$ cat src/logic/dlgd_defines.svh
// Purpose: offsets, fields, reset values for the loop gain/damping registers
// Assumes: avalon word addressing by byte address / 4
// Notes:   definitions only
`ifndef DLGD_DEFINES_SVH
`define DLGD_DEFINES_SVH

// ----------------------------------------------------------------------
// register indices and byte addresses
// ----------------------------------------------------------------------
`define DLGD_IDX_MAIN_DAMPING  8'h6B
`define DLGD_IDX_AUX_GAIN      8'h6C
`define DLGD_ADDR_W            10
`define DLGD_ADDR_MAIN_DAMPING 10'h1AC
`define DLGD_ADDR_AUX_GAIN     10'h1B0

// ----------------------------------------------------------------------
// reset values and field positions
// ----------------------------------------------------------------------
`define DLGD_RST_MAIN_DAMPING  8'h13
`define DLGD_RST_AUX_GAIN      8'hC2
`define DLGD_MASK_MAIN_DAMPING 8'h77
`define DLGD_MASK_AUX_GAIN     8'hF7
`define DLGD_DAMP_LO           0
`define DLGD_DAMP_HI           2
`define DLGD_AGAIN_LO          4
`define DLGD_AGAIN_HI          6
`define DLGD_DGAIN_LO          0
`define DLGD_DGAIN_HI          2
`define DLGD_AUTO_BIT          7
`define DLGD_UNMAPPED_DATA     32'hDEAD_0000

`endif

$ cat src/logic/dlgd_pkg.sv
// Purpose: shared types for the loop gain/damping registers
// Assumes: nothing
// Notes:   damping factors are carried in tenths
package dlgd_pkg;
  typedef logic [2:0] dlgd_gain_t;
  typedef logic [7:0] dlgd_damp_t;
  typedef enum logic [3:0] {
    DLGD_BW_4HZ  = 4'h1,
    DLGD_BW_8HZ  = 4'h2,
    DLGD_BW_35HZ = 4'h4,
    DLGD_BW_70HZ = 4'h8
  } dlgd_bw_e;
endpackage

$ cat src/logic/dlgd_regs.sv
// Purpose: loop gain and damping configuration registers
// Assumes: Avalon-MM slave, 32-bit data, byte addresses
// Notes:   loop status inputs come from same-clock loop logic
//
// What this block does
// - damping codes 1..5 map to factor per bandwidth; 0, 6, 7 unused.
// - damping register resets to 0x13, code three, factor five.
// - damping bits 6:4 give main-loop gain for analog lock at or below 8kHz.
// - aux bits 6:4 give analog gain above 8kHz, unused when auto disabled.
// - aux bits 2:0 always give gain in digital feedback mode.
// - aux gain register is read/write, resets to 0xC2.
`include "dlgd_defines.svh"
module dlgd_regs
  import dlgd_pkg::*;
(
  // clock and reset
  input  wire logic                    ref_clk,
  input  wire logic                    rst,
  // avalon-mm slave
  input  wire logic [`DLGD_ADDR_W-1:0] address,
  input  wire logic                    read,
  input  wire logic                    write,
  input  wire logic [31:0]             writedata,
  input  wire logic [3:0]              byteenable,
  output logic [31:0]                  readdata,
  output logic                         waitrequest,
  // main loop status and config outputs
  input  wire dlgd_bw_e                main_bandwidth,
  input  wire logic                    main_analog_lowrate,
  output dlgd_damp_t                   main_damping_factor,
  output dlgd_gain_t                   main_lowrate_analog_gain,
  output logic                         main_gain_valid,
  // aux loop status and config outputs
  input  wire logic                    aux_analog_mode,
  input  wire logic                    aux_digital_mode,
  output dlgd_gain_t                   aux_detector_gain,
  output logic                         aux_gain_valid
);
  logic [7:0]  main_dpll_damping;
  logic [7:0]  second_dpll_detector_gain;
  logic        ack;
  logic        hit_main;
  logic        hit_aux;
  logic        wr_en;
  logic [31:0] next_readdata;
  logic [2:0]  main_damping_select;
  logic [2:0]  main_lowrate_gain_field;
  logic        aux_auto_gain_enable;
  logic [2:0]  aux_analog_feedback_gain;
  logic [2:0]  aux_digital_feedback_gain;

  // ----------------------------------------------------------------------
  // bus decode
  // ----------------------------------------------------------------------
  // one wait cycle per access keeps readdata registered
  assign waitrequest = (read | write) & ~ack;
  assign hit_main = (address == `DLGD_ADDR_MAIN_DAMPING);
  assign hit_aux  = (address == `DLGD_ADDR_AUX_GAIN);
  // writes land on the answer edge, while address and data still stand
  assign wr_en    = write & ack & byteenable[0];

  always_ff @(posedge ref_clk) begin
    if (rst) ack <= 1'b0;
    else ack <= (read | write) & ~ack;
  end

  // ----------------------------------------------------------------------
  // registers
  // ----------------------------------------------------------------------
  always_ff @(posedge ref_clk) begin
    if (rst) main_dpll_damping <= `DLGD_RST_MAIN_DAMPING;
    else if (wr_en && hit_main)
      main_dpll_damping <= writedata[7:0] & `DLGD_MASK_MAIN_DAMPING;
  end

  always_ff @(posedge ref_clk) begin
    if (rst) second_dpll_detector_gain <= `DLGD_RST_AUX_GAIN;
    else if (wr_en && hit_aux)
      second_dpll_detector_gain <= writedata[7:0] & `DLGD_MASK_AUX_GAIN;
  end

  // ----------------------------------------------------------------------
  // field views
  // ----------------------------------------------------------------------
  // reserved bits are cleared at write time, so they always read zero
  assign main_damping_select       =
    main_dpll_damping[`DLGD_DAMP_HI:`DLGD_DAMP_LO];
  assign main_lowrate_gain_field   =
    main_dpll_damping[`DLGD_AGAIN_HI:`DLGD_AGAIN_LO];
  assign aux_auto_gain_enable      =
    second_dpll_detector_gain[`DLGD_AUTO_BIT];
  assign aux_analog_feedback_gain  =
    second_dpll_detector_gain[`DLGD_AGAIN_HI:`DLGD_AGAIN_LO];
  assign aux_digital_feedback_gain =
    second_dpll_detector_gain[`DLGD_DGAIN_HI:`DLGD_DGAIN_LO];

  // ----------------------------------------------------------------------
  // read-back
  // ----------------------------------------------------------------------
  // unmapped reads return a marker word so a bad address shows at once
  always_comb begin
    next_readdata = `DLGD_UNMAPPED_DATA;
    if (hit_main) begin
      next_readdata = {24'h00_0000, main_dpll_damping};
    end else if (hit_aux) begin
      next_readdata = {24'h00_0000, second_dpll_detector_gain};
    end
  end

  // taken on the request edge, so it stands when waitrequest drops
  always_ff @(posedge ref_clk) begin
    if (rst) readdata <= 32'h0000_0000;
    else if (read && !ack) readdata <= next_readdata;
  end

  // ----------------------------------------------------------------------
  // main loop selections
  // ----------------------------------------------------------------------
  dlgd_damping_lut u_lut (
    .ref_clk (ref_clk),
    .rst     (rst),
    .code    (main_damping_select),
    .bw      (main_bandwidth),
    .factor  (main_damping_factor)
  );

  always_ff @(posedge ref_clk) begin
    if (rst) begin
      main_lowrate_analog_gain <= 3'h0;
      main_gain_valid          <= 1'b0;
    end else begin
      main_lowrate_analog_gain <= main_lowrate_gain_field;
      main_gain_valid <= main_analog_lowrate;
    end
  end

  // ----------------------------------------------------------------------
  // aux loop gain choice
  // ----------------------------------------------------------------------
  // digital mode wins if both modes are flagged
  always_ff @(posedge ref_clk) begin
    if (rst) begin
      aux_detector_gain <= 3'h0;
      aux_gain_valid    <= 1'b0;
    end else if (aux_digital_mode) begin
      aux_detector_gain <= aux_digital_feedback_gain;
      aux_gain_valid <= 1'b1;
    end else if (aux_analog_mode && aux_auto_gain_enable) begin
      aux_detector_gain <= aux_analog_feedback_gain;
      aux_gain_valid <= 1'b1;
    end else begin
      aux_detector_gain <= 3'h0;
      aux_gain_valid    <= 1'b0;
    end
  end

  // ----------------------------------------------------------------------
  // bus checks
  // ----------------------------------------------------------------------
  bus_wait_a: assert property (@(posedge ref_clk) disable iff (rst)
    $rose(read) |-> waitrequest ##1 !waitrequest)
    else $error("read answer timing wrong");
  bus_write_a: assert property (@(posedge ref_clk) disable iff (rst)
    $rose(write) |-> waitrequest ##1 !waitrequest)
    else $error("write answer timing wrong");
  read_back_a: assert property (@(posedge ref_clk) disable iff (rst)
    (read && !ack && hit_aux) |=>
      readdata == {24'h00_0000, $past(second_dpll_detector_gain)})
    else $error("aux gain read-back wrong");

  // ----------------------------------------------------------------------
  // register checks
  // ----------------------------------------------------------------------
  main_write_a: assert property (@(posedge ref_clk) disable iff (rst)
    (wr_en && hit_main) |=> main_dpll_damping ==
      ($past(writedata[7:0]) & `DLGD_MASK_MAIN_DAMPING))
    else $error("damping write lost");
  lane_guard_a: assert property (@(posedge ref_clk) disable iff (rst)
    (write && !byteenable[0]) |=> $stable(main_dpll_damping) &&
      $stable(second_dpll_detector_gain))
    else $error("write without lane 0 landed");
  reserved_bits_a: assert property (@(posedge ref_clk) disable iff (rst)
    (main_dpll_damping & ~`DLGD_MASK_MAIN_DAMPING) == 8'h00 &&
    (second_dpll_detector_gain & ~`DLGD_MASK_AUX_GAIN) == 8'h00)
    else $error("reserved bit set");
  reset_main_a: assert property (@(posedge ref_clk)
    $fell(rst) |-> main_dpll_damping == `DLGD_RST_MAIN_DAMPING)
    else $error("damping reset value wrong");
  reset_aux_a: assert property (@(posedge ref_clk)
    $fell(rst) |-> second_dpll_detector_gain == `DLGD_RST_AUX_GAIN)
    else $error("aux gain reset value wrong");
  aux_write_a: assert property (@(posedge ref_clk) disable iff (rst)
    (wr_en && hit_aux) |=> second_dpll_detector_gain ==
      ($past(writedata[7:0]) & `DLGD_MASK_AUX_GAIN))
    else $error("aux gain write lost");

  // ----------------------------------------------------------------------
  // loop output checks
  // ----------------------------------------------------------------------
  damp_code_a: assert property (@(posedge ref_clk) disable iff (rst)
    (main_bandwidth == DLGD_BW_70HZ &&
     main_damping_select == 3'h5) |=> main_damping_factor == 8'hC8)
    else $error("damping lookup wrong");
  damp_slow_a: assert property (@(posedge ref_clk) disable iff (rst)
    (main_bandwidth == DLGD_BW_4HZ && main_damping_select != 3'h0 &&
     main_damping_select <= 3'h5) |=> main_damping_factor == 8'h32)
    else $error("slow column damping wrong");
  damp_unused_a: assert property (@(posedge ref_clk) disable iff (rst)
    (main_damping_select == 3'h0 || main_damping_select > 3'h5)
    |=> main_damping_factor == 8'h00)
    else $error("unused damping code not zero");
  main_gain_a: assert property (@(posedge ref_clk) disable iff (rst)
    main_analog_lowrate |=> main_gain_valid &&
      main_lowrate_analog_gain == $past(main_lowrate_gain_field))
    else $error("main lowrate gain wrong");
  main_gain_off_a: assert property (@(posedge ref_clk) disable iff (rst)
    !main_analog_lowrate |=> !main_gain_valid)
    else $error("main lowrate gain valid too long");
  aux_analog_a: assert property (@(posedge ref_clk) disable iff (rst)
    (aux_analog_mode && !aux_digital_mode && aux_auto_gain_enable)
    |=> aux_gain_valid && aux_detector_gain == $past(aux_analog_feedback_gain))
    else $error("aux analog gain wrong");
  aux_digital_a: assert property (@(posedge ref_clk) disable iff (rst)
    aux_digital_mode |=> aux_gain_valid &&
      aux_detector_gain == $past(aux_digital_feedback_gain))
    else $error("aux digital gain wrong");
  aux_disable_a: assert property (@(posedge ref_clk) disable iff (rst)
    (!aux_auto_gain_enable && !aux_digital_mode) |=> !aux_gain_valid)
    else $error("auto gain not disabled");
  aux_idle_a: assert property (@(posedge ref_clk) disable iff (rst)
    (!aux_analog_mode && !aux_digital_mode) |=>
      !aux_gain_valid && aux_detector_gain == 3'h0)
    else $error("aux gain given with no mode");
endmodule

$ cat src/logic/dlgd_damping_lut.sv
// Purpose: damping factor lookup by code and bandwidth column
// Assumes: bandwidth one-hot; factor in tenths, registered
// Notes:   unused codes give zero
`include "dlgd_defines.svh"
module dlgd_damping_lut
  import dlgd_pkg::*;
(
  // clock and reset
  input  wire logic       ref_clk,
  input  wire logic       rst,
  // lookup
  input  wire logic [2:0] code,
  input  wire dlgd_bw_e   bw,
  output dlgd_damp_t      factor
);
  dlgd_damp_t next_factor;

  // ----------------------------------------------------------------------
  // table: rows codes 1..5, columns 4/8/35/70 Hz
  // ----------------------------------------------------------------------
  always_comb begin
    next_factor = 8'h00;
    unique case (bw)
      DLGD_BW_4HZ: begin
        if (code >= 3'h1 && code <= 3'h5) next_factor = 8'h32;
      end
      DLGD_BW_8HZ: begin
        if (code == 3'h1) next_factor = 8'h19;
        else if (code >= 3'h2 && code <= 3'h5) next_factor = 8'h32;
      end
      DLGD_BW_35HZ: begin
        unique case (code)
          3'h1:    next_factor = 8'h0C;
          3'h2:    next_factor = 8'h19;
          3'h3:    next_factor = 8'h32;
          3'h4:    next_factor = 8'h64;
          3'h5:    next_factor = 8'h64;
          default: next_factor = 8'h00;
        endcase
      end
      DLGD_BW_70HZ: begin
        unique case (code)
          3'h1:    next_factor = 8'h0C;
          3'h2:    next_factor = 8'h19;
          3'h3:    next_factor = 8'h32;
          3'h4:    next_factor = 8'h64;
          3'h5:    next_factor = 8'hC8;
          default: next_factor = 8'h00;
        endcase
      end
      default: next_factor = 8'h00;
    endcase
  end

  always_ff @(posedge ref_clk) begin
    if (rst) factor <= 8'h00;
    else factor <= next_factor;
  end
endmodule

$ cat config.mk
export PLATFORM = sky130hd
export DESIGN_NAME = dlgd_regs
export DESIGN_NICKNAME = d
export VERILOG_FILES = /design/src/logic/dlgd_pkg.sv /design/src/logic/dlgd_regs.sv /design/src/logic/dlgd_damping_lut.sv
export VERILOG_INCLUDE_DIRS = /design/src /design/src/logic
export SDC_FILE = /design/constraint.sdc
export NUM_CORES = 1
export LEC_CHECK = 0
export BUFFER_PORTS_ARGS = -buffer_cell sky130_fd_sc_hd__buf_2
export CAP_MARGIN = 20
export CORE_UTILIZATION = 46
export CTS_BUF_LIST = sky130_fd_sc_hd__clkbuf_8
export DETAILED_ROUTE_END_ITERATION = 10
export PLACE_DENSITY = 0.82
export SLEW_MARGIN = 25
export SYNTH_ARGS = -nofsm -noshare
export SYNTH_HDL_FRONTEND = slang
export SYNTH_SLANG_ARGS = --single-unit
$ cat constraint.sdc
create_clock -name ref_clk -period 2.05 [get_ports ref_clk]
set_clock_uncertainty 0.15 [all_clocks]
set_input_delay 0.41 -clock ref_clk [delete_from_list [all_inputs] [get_ports ref_clk]]
set_output_delay 0.41 -clock ref_clk [all_outputs]
set_load 0.02 [all_outputs]
; ---- After elaboration in Yosys (flattened, before gate mapping)
; Index checks and enable logic that the tools add are counted.
[word_totals]
register_bits = 62
input_bits = 57
word_cells = 48
out_inout_bits = 49
[op_classes]
n_mux = 12
magnitude_cmp = 3
n_reduce_logical = 8
bitwise_logic = 5
eq_ne = 11
[op_table]
columns = operator, count
row1 = 2-to-1 mux 32 bit, 2
row2 = one-hot mux 8 bit (5 select lines), 1
row3 = one-hot mux 8 bit (4 select lines), 1
row4 = one-hot mux 7 bit (4 select lines), 1
row5 = equality test 10 x 9 -> 1 bit (second input constant), 2
row6 = 2-to-1 mux 6 bit, 2
row7 = 2-to-1 mux 8 bit, 1
row8 = equality test 3 x 2 -> 1 bit (second input constant), 2
row9 = equality test 3 bit (second input constant), 2
row10 = logical AND 1 bit, 6
row11 = 2-to-1 mux 3 bit, 2
row12 = equality test 4 x 1 -> 1 bit (second input constant), 1
row13 = equality test 4 x 2 -> 1 bit (second input constant), 1
row14 = equality test 4 x 3 -> 1 bit (second input constant), 1
row15 = equality test 4 bit (second input constant), 1
row16 = AND 1 bit, 3
row17 = equality test 3 x 1 -> 1 bit (second input constant), 1
row18 = greater-or-equal comparator 3 x 1 -> 1 bit (second input constant), 1
row19 = greater-or-equal comparator 3 x 2 -> 1 bit (second input constant), 1
row20 = <= comparator 3 bit (second input constant), 1
row21 = 2-to-1 mux 1 bit, 2
row22 = OR reduction 2 bit, 1
row23 = zero test 1 bit, 1
row24 = inverter 1 bit, 1
row25 = OR 1 bit, 1

; ---- Depth between registers and ports, before layout
; Gate-level depths: netlist of run 1.
[logic_depth]
depth_word = 5
depth_mapped = 5
mapped_depth_nobuf = 4

; ---- Cells and area by module
; A second synthesis of run 1 with hierarchy kept.
[unflattened]
hier_cells = 213
area_unflattened_um2 = 1939.4
[by_module_without_submodules]
columns = module, area_each_um2, instances, seq_area_each_um2, cells_per_inst
row1 = dlgd_regs, 1502.7, 1, 600.6, 160
row2 = dlgd_damping_lut, 436.7, 1, 160.2, 53

; ---- Least setup slack after synthesis of run 1
; OpenSTA, ideal clock, no wires.
[synth_timing]
path_kind = input port to flip-flop
from = input main_bandwidth[3]
to = register u_lut.factor[4]
path_stages = 4
required_time_ns = 1.836
path_slack_ns = 0.465
arrival_time_ns = 1.371
setup_time_ns = 0.064
cell_sequence = buf_2 -> or4_1 -> mux2_2 -> nor2_1
[synth_via]
elab_chain_len = 2
elab_cells_between_ends = 5
classes_between = 4 x eq/ne / 1 x mux
[synth_rtl]
columns = element, line_no
row1 = "start, declared", dlgd_regs.sv:28  ; input wire dlgd_bw_e main_bandwidth,
row2 = equality test 4 bit (tied with other cells), dlgd_damping_lut.sv:23  ; unique case (bw)
row3 = one-hot mux 8 bit (4 select lines) (*), dlgd_damping_lut.sv:23
row4 = "end signal, assigned", dlgd_damping_lut.sv:57  ; else factor <= next_factor;
row5 = "end, declared", dlgd_damping_lut.sv:14  ; output dlgd_damp_t factor
; Mark *: on every way between the ends. The rest lies on a longest branch, timed or not.
; A chain may end at the register's enable or synchronous reset.

; ---- Worst setup path in the final report of run 1
[layout_timing]
from = register main_dpll_damping[1]
to = register u_lut.factor[5]
[layout_via]
elab_chain_len = 5
elab_cells_between_ends = 17
classes_between = 3 x order compare / 5 x eq/ne / 6 x mux / 3 x reduce/logical
[layout_rtl]
columns = element, line_no
row1 = "start, declared", dlgd_regs.sv:39  ; logic [7:0] main_dpll_damping;
row2 = "start signal, assigned", dlgd_regs.sv:71  ; if (rst) main_dpll_damping <= `DLGD_RST_MAIN_DAMPING;
row3 = "start signal, assigned", dlgd_regs.sv:73  ; main_dpll_damping <= writedata[7:0] & `DLGD_MASK_MAIN_DAMPING;
row4 = greater-or-equal comparator 3 x 2 -> 1 bit / <= comparator 3 bit (equally long branches), "dlgd_damping_lut.sv:29, dlgd_damping_lut.sv:25"
row5 = logical AND 1 bit, dlgd_damping_lut.sv:29  ; else if (code >= 3'h2 && code <= 3'h5) next_factor = 8'h32;
row6 = 2-to-1 mux 6 bit, dlgd_damping_lut.sv:29
row7 = 2-to-1 mux 8 bit, dlgd_damping_lut.sv:28  ; if (code == 3'h1) next_factor = 8'h19;
row8 = one-hot mux 8 bit (4 select lines) (*), dlgd_damping_lut.sv:23
; Marked as above.

==> results of run 1 <==
==> layout make-up <==
type | instances | area (um2) | share of cell area [%]
repair buffers | 67 | 345 | 15.4
clock inverters | 1 | 30.0 | 1.34
inverters | 9 | 33.8 | 1.51
flip-flops and latches | 38 | 761 | 33.9
multi-input cells | 144 | 927 | 41.4
clock buffers | 6 | 82.6 | 3.68
well taps | 50 | 62.6 | 2.79
==> metrics by stage <==
stage               setup WS [ps]  utilization [%]  hold slack, ps  cell area (um2)
finish                        261             56.1             194             2240
global route                 98.7             56.1             204             2240
CTS                           268             56.1             187             2240
global placement              232             53.2             291             2130
floorplan                     465                -             301             1970
detailed placement            210             53.2             295             2130
==> power by group <==
group / leakage (nW) / internal, mW / total, mW / switching (mW)
clock network: 0.0573 / 0.389 / 0.628 / 0.239
registers: 0.308 / 0.749 / 0.755 / 0.00657
logic: 0.741 / 0.0705 / 0.208 / 0.137
total: 1.11 / 1.21 / 1.59 / 0.382
==> cells in the final DEF, fill, tap and decap left out, types with 2 or more instances in the layout <==
cell	n
nand2b_1	5
nor3_1	5
dfxtp_1	38
buf_4	4
inv_1	9
or4_1	4
a21oi_1	12
a22o_1	6
o21ai_1	2
a211o_1	6
buf_2	63
nor4_1	3
clkbuf_8	6
nor2_1	23
nand3_1	6
xnor2_1	3
conb_1	14
o21ai_0	2
nand2_1	9
a211oi_1	2
nor2b_1	6
mux2i_1	9
or3b_1	2
==> path summary, 6_finish.rpt <==
kind                                            from               to  cells past startpoint
worst min register to register           readdata[1]      readdata[1]                      2
worst max-delay path            main_dpll_damping[1]  u_lut.factor[5]                      4
worst max register to register  main_dpll_damping[1]  u_lut.factor[5]                      4
worst min-delay path             main_analog_lowrate  main_gain_valid                      2
==> routing by layer <==
layer  wire length [um]  GRT usage (%)  part of all wire [%]
met1               1600           21.7                    43
met4                  0           5.32                     0
met2               1920           31.8                    51
met5                  0              0                     0
met3                215           2.91                   5.8
==> state kept, by name (all words and copies together) (netlist names) <==
| register | cells |
|---|---|
| ack | 1 |
| aux_detector_gain | 3 |
| second_dpll_detector_gain | 7 |
| u_lut.factor | 8 |
| readdata | 8 |
| main_gain_valid | 1 |
| aux_gain_valid | 1 |
| main_lowrate_analog_gain | 3 |
| main_dpll_damping | 6 |
==> critical path, cell delays in order, from the launching register on <==
cell,delay [ps]
dfxtp_1,560
nor2_1,100
o41ai_1,570
o211ai_1,180
a21oi_1,160
==> cells by family (layout without fill, tap and decap cells) <==
group / count (synthesis) / count (layout) / synth area share (%)
AOI/OAI and AO/OA: 40 / 40 / 14.9
and+or+nand+nor: 76 / 76 / 23.5
other: 1 / 14 / 0.195
buffers and inverters: 46 / 83 / 14.8
xor gates and xnor gates: 4 / 4 / 1.82
DFF: 38 / 38 / 39.6
muxes: 10 / 10 / 5.27
==> cell usage after synthesis (all sizes together), types with 2 or more instances <==
cell type,instances,area share (%)
dfxtp,38,40
buf,33,12
nor2,23,4.5
a21oi,13,3.6
inv,9,1.8
mux2i,9,4.7
nand2,9,1.8
a211o,6,2.7
a22o,6,2.7
nand3,6,1.6
nor2b,6,2.0
nand2b,5,1.6
nor3,5,1.3
clkbuf,4,0.78
nor4,4,1.6
o21ai,4,1.0
or4,4,1.6
a211oi,3,1.4
nand4,3,2.1
xnor2,3,1.4
nor3b,2,1.6
or3b,2,0.91
==> key figures, run 1 <==
Synth
  • YS warnings: 0
  • Ys async rst share: 0%
  • Post-Syn Area: 0.00192 mm2
  • EDFF count, synth: 0
  • FF+latch count, synth: 38
  • Synthesized instance count: 215
  • Yosys cell types: 50
  • Syn avg cell area: 8.94 um2
  • Synth Flop Type: dfxtp_1
  • Sequential fraction of the synthesis area: 39.6%

Run status
  • Outcome: completed

Detailed routing
  • Detail Route Antenna Nets: 0
  • WL per Instance: 11.9 um
  • Vias per inst: 5.11
  • Drt pass-1 iters: 4
  • DR DRC count: 0
  • Iteration-0 DRC Markers: 149
  • Total Routed Length: 3.74 mm
  • Vias: 1,609

Global routing
  • Vias in the first global route: 1,401
  • Initial antenna violation count: 0
  • GRT Resource Usage Total: 17.8%
  • First-pass GRT wire length: 6.18 mm
  • Pin count of the biggest net entering global routing: 21
  • Grt total ovfl: 0

Clock tree
  • H-tree levels: 2
  • CTS root buf: clkbuf_8
  • Clock-pin slew on the worst setup and hold paths: 70 ps
  • Max Buffers Root-to-Sink: 2
  • Post-CTS Setup Inserts: 0
  • Post-CTS Hold Fix Bufs: 0
  • CTS tree: yes
  • Post-CTS sizing: 0
  • Inserted Clock Buffers: 5
  • Worst-Skew Late Latency: 280 ps
  • Clock Sinks: 38

Critical path
  • CP Capture Type: register
  • FF-to-FF setup slack: 260 ps
  • Data arrival, critical path: 1850 ps
  • Setup CP Type: reg -> reg
  • CP max FO: 11
  • Worst path required time: 2110 ps
  • Crit start category: register

STA
  • Worst-Margin Slew: 587 ps
  • Final Hold Viols: 0
  • Period utilization: 87.3%
  • Fmax: 559 MHz
  • Pins Over Slew Limit: 0
  • Period minus WS final: 1790 ps
  • Relative slew slack: 60.3%
  • Final setup vio count: 0
  • RSZ-0062 raised after global routing: no
  • Setup TNS: 0 ps

Floorplanning
  • Cell Rows: 23
  • Initial cell density of the core: 48.1%
  • Die Ht: 66.7 um
  • Die X: 66.7 um
  • Die ar.: 0.00444 mm2
  • IO Pins: 106
  • Core area: 0.00400 mm2

Power
  • Max rail drop VDD: 0.297 mV
  • Pwr Density: 709 mW/mm2
  • Leak Pwr: 1.11 nW
  • Pwr Total: 1.59 mW

Placement
  • DP HPWL: 2.74 mm
  • Placed insts: 308
  • Port-buffer cells: 63
  • GPL Wtd Cong: 0.817

Final layout
  • Layout Nets: 322
  • Share of cells above drive strength 1: 31.7%
  • Layout fillers: 359
  • Antenna diodes: 0
  • Synth-to-Final Area Change: 16.6%
  • Final Non-Filler Cells: 315

Hold path
  • Min-Delay Path Class: in -> reg

Flow run
  • Max-cap viol count: 0
No activity file was read; power rests on OpenSTA's default activity.
==> run 2, diff against run 1 <==
Settings changed: PLACE_DENSITY 0.82 to 0.92, RECOVER_POWER from default to 100.
==> run 2 against run 1 <==
Net effect: worst hold slack gained 19 ps; maximum frequency grew 1.1%; flip-flop and latch count did not move; first-iteration DRC count decreased by 57%; sequential power about the same; highest routed layer is now met4.
==> key figures, run 2 (synthesis results as in run 1) <==
Critical path
  • CP Capture Type: register
  • Data arrival, critical path: 1800 ps
  • Crit start category: input port
  • CP max FO: 20
  • Worst path required time: 2080 ps
  • Setup CP Type: in -> reg

Floorplanning
  • Cell Rows: 23
  • Die Ht: 66.7 um
  • IO Pins: 106
  • Die ar.: 0.00444 mm2
  • Initial cell density of the core: 48.1%
  • Die X: 66.7 um
  • Core area: 0.00400 mm2

Clock tree
  • Clock Sinks: 38
  • Max Buffers Root-to-Sink: 2
  • H-tree levels: 2
  • Clock-pin slew on the worst setup and hold paths: 70 ps
  • Post-CTS Setup Inserts: 0
  • Post-CTS Hold Fix Bufs: 0
  • Inserted Clock Buffers: 5
  • Post-CTS sizing: 0
  • CTS root buf: clkbuf_8
  • CTS tree: yes
  • Worst-Skew Late Latency: 290 ps

STA
  • Final setup vio count: 0
  • Setup TNS: 0 ps
  • Pins Over Slew Limit: 0
  • Final Hold Viols: 0
  • Relative slew slack: 44.9%
  • Period minus WS final: 1770 ps
  • RSZ-0062 raised after global routing: no
  • Worst-Margin Slew: 826 ps
  • Fmax: 565 MHz
  • Slack of the critical path: 281 ps
  • Period utilization: 86.3%

Final layout
  • Synth-to-Final Area Change: 11.4%
  • Most frequent cells in the layout: 38 x dfxtp_1, 37 x clkbuf_1, 27 x buf_2
  • Commonest non-fill, non-tap cell in the layout: dfxtp_1
  • Layout Nets: 322
  • Antenna diodes: 0
  • Share of cells above drive strength 1: 16.2%
  • Footprint of the multi-input gates: 897 um2
  • Layout fillers: 401
  • Final Non-Filler Cells: 316
  • Biggest regs: readdata (8), u_lut.factor (8), second_dpll_detector_gain (7)
  • Register area: 761 um2

Global routing
  • Vias in the first global route: 1,466
  • GRT Resource Usage Total: 18.4%
  • Grt total ovfl: 0
  • Initial antenna violation count: 0
  • First-pass GRT wire length: 6.18 mm
  • Pin count of the biggest net entering global routing: 21

Hold path
  • Min-Delay Path Class: in -> reg

Detailed routing
  • DR DRC count: 0
  • Vias: 1,641
  • Iteration-0 DRC Markers: 64
  • WL per Instance: 12.8 um
  • Vias per inst: 5.19
  • Detail Route Antenna Nets: 0
  • Total Routed Length: 4.05 mm
  • Drt pass-1 iters: 4

Placement
  • Placed insts: 308
  • Worst slack at placement: 170 ps
  • Port-buffer cells: 63
  • DP HPWL: 2.90 mm
  • GPL Wtd Cong: 0.919

Flow run
  • Max-cap viol count: 0

Power
  • Pwr Density: 684 mW/mm2
  • Leak Pwr: 0.935 nW
  • Pwr Total: 1.47 mW
  • Max rail drop VDD: 0.281 mV

Run status
  • Outcome: completed
## run 2: through the flow
stage | utilization [%] | hold WS [ps] | area, um2
after floorplan | - | 301 | 1970
after global placement | 53.2 | 292 | 2130
after detailed placement | 53.2 | 301 | 2130
after CTS | 55.5 | 210 | 2220
after global routing | 53.6 | 208 | 2140
final | 53.6 | 213 | 2140
## run 2: power breakdown
part           internal, mW  switching, mW  total, mW
logic                0.0614          0.136      0.197
registers             0.749        0.00726      0.756
clock network         0.266          0.247      0.512
## run 2: path summary, 6_finish.rpt
check,startpoint,to,slack [ps],cells after the start
setup / recovery,rst,aux_detector_gain[2],280,4
hold / removal,main_analog_lowrate,main_gain_valid,210,2
setup reg to reg,ack,second_dpll_detector_gain[7],290,3
hold reg to reg,readdata[5],readdata[5],310,2
## run 2: critical path, cell delays in order
cell      delay [ps]
clkbuf_1         600
clkbuf_1         460
or2_2            250
nor2_1            60
## run 2: cell type report
class | instances | share of cell area [%]
multi-input combinational | 144 | 41.9
sequential | 38 | 35.5
clock inverter | 2 | 0.409
clock buffer | 6 | 3.86
inverter | 9 | 1.58
timing repair buffer | 67 | 13.8
tap | 50 | 2.92
## run 2: routing by layer
| layer | vias up | routed length, um | GRT usage (%) | part of all wire [%] |
|---|---|---|---|---|
| li1 | 807 | - | - | - |
| met1 | 753 | 1640 | 19.1 | 40 |
| met2 | 71 | 2040 | 32.8 | 50 |
| met3 | 10 | 274 | 5.31 | 6.8 |
| met4 | 0 | 93 | 10.4 | 2.3 |
| met5 | - | 0 | 0 | 0 |
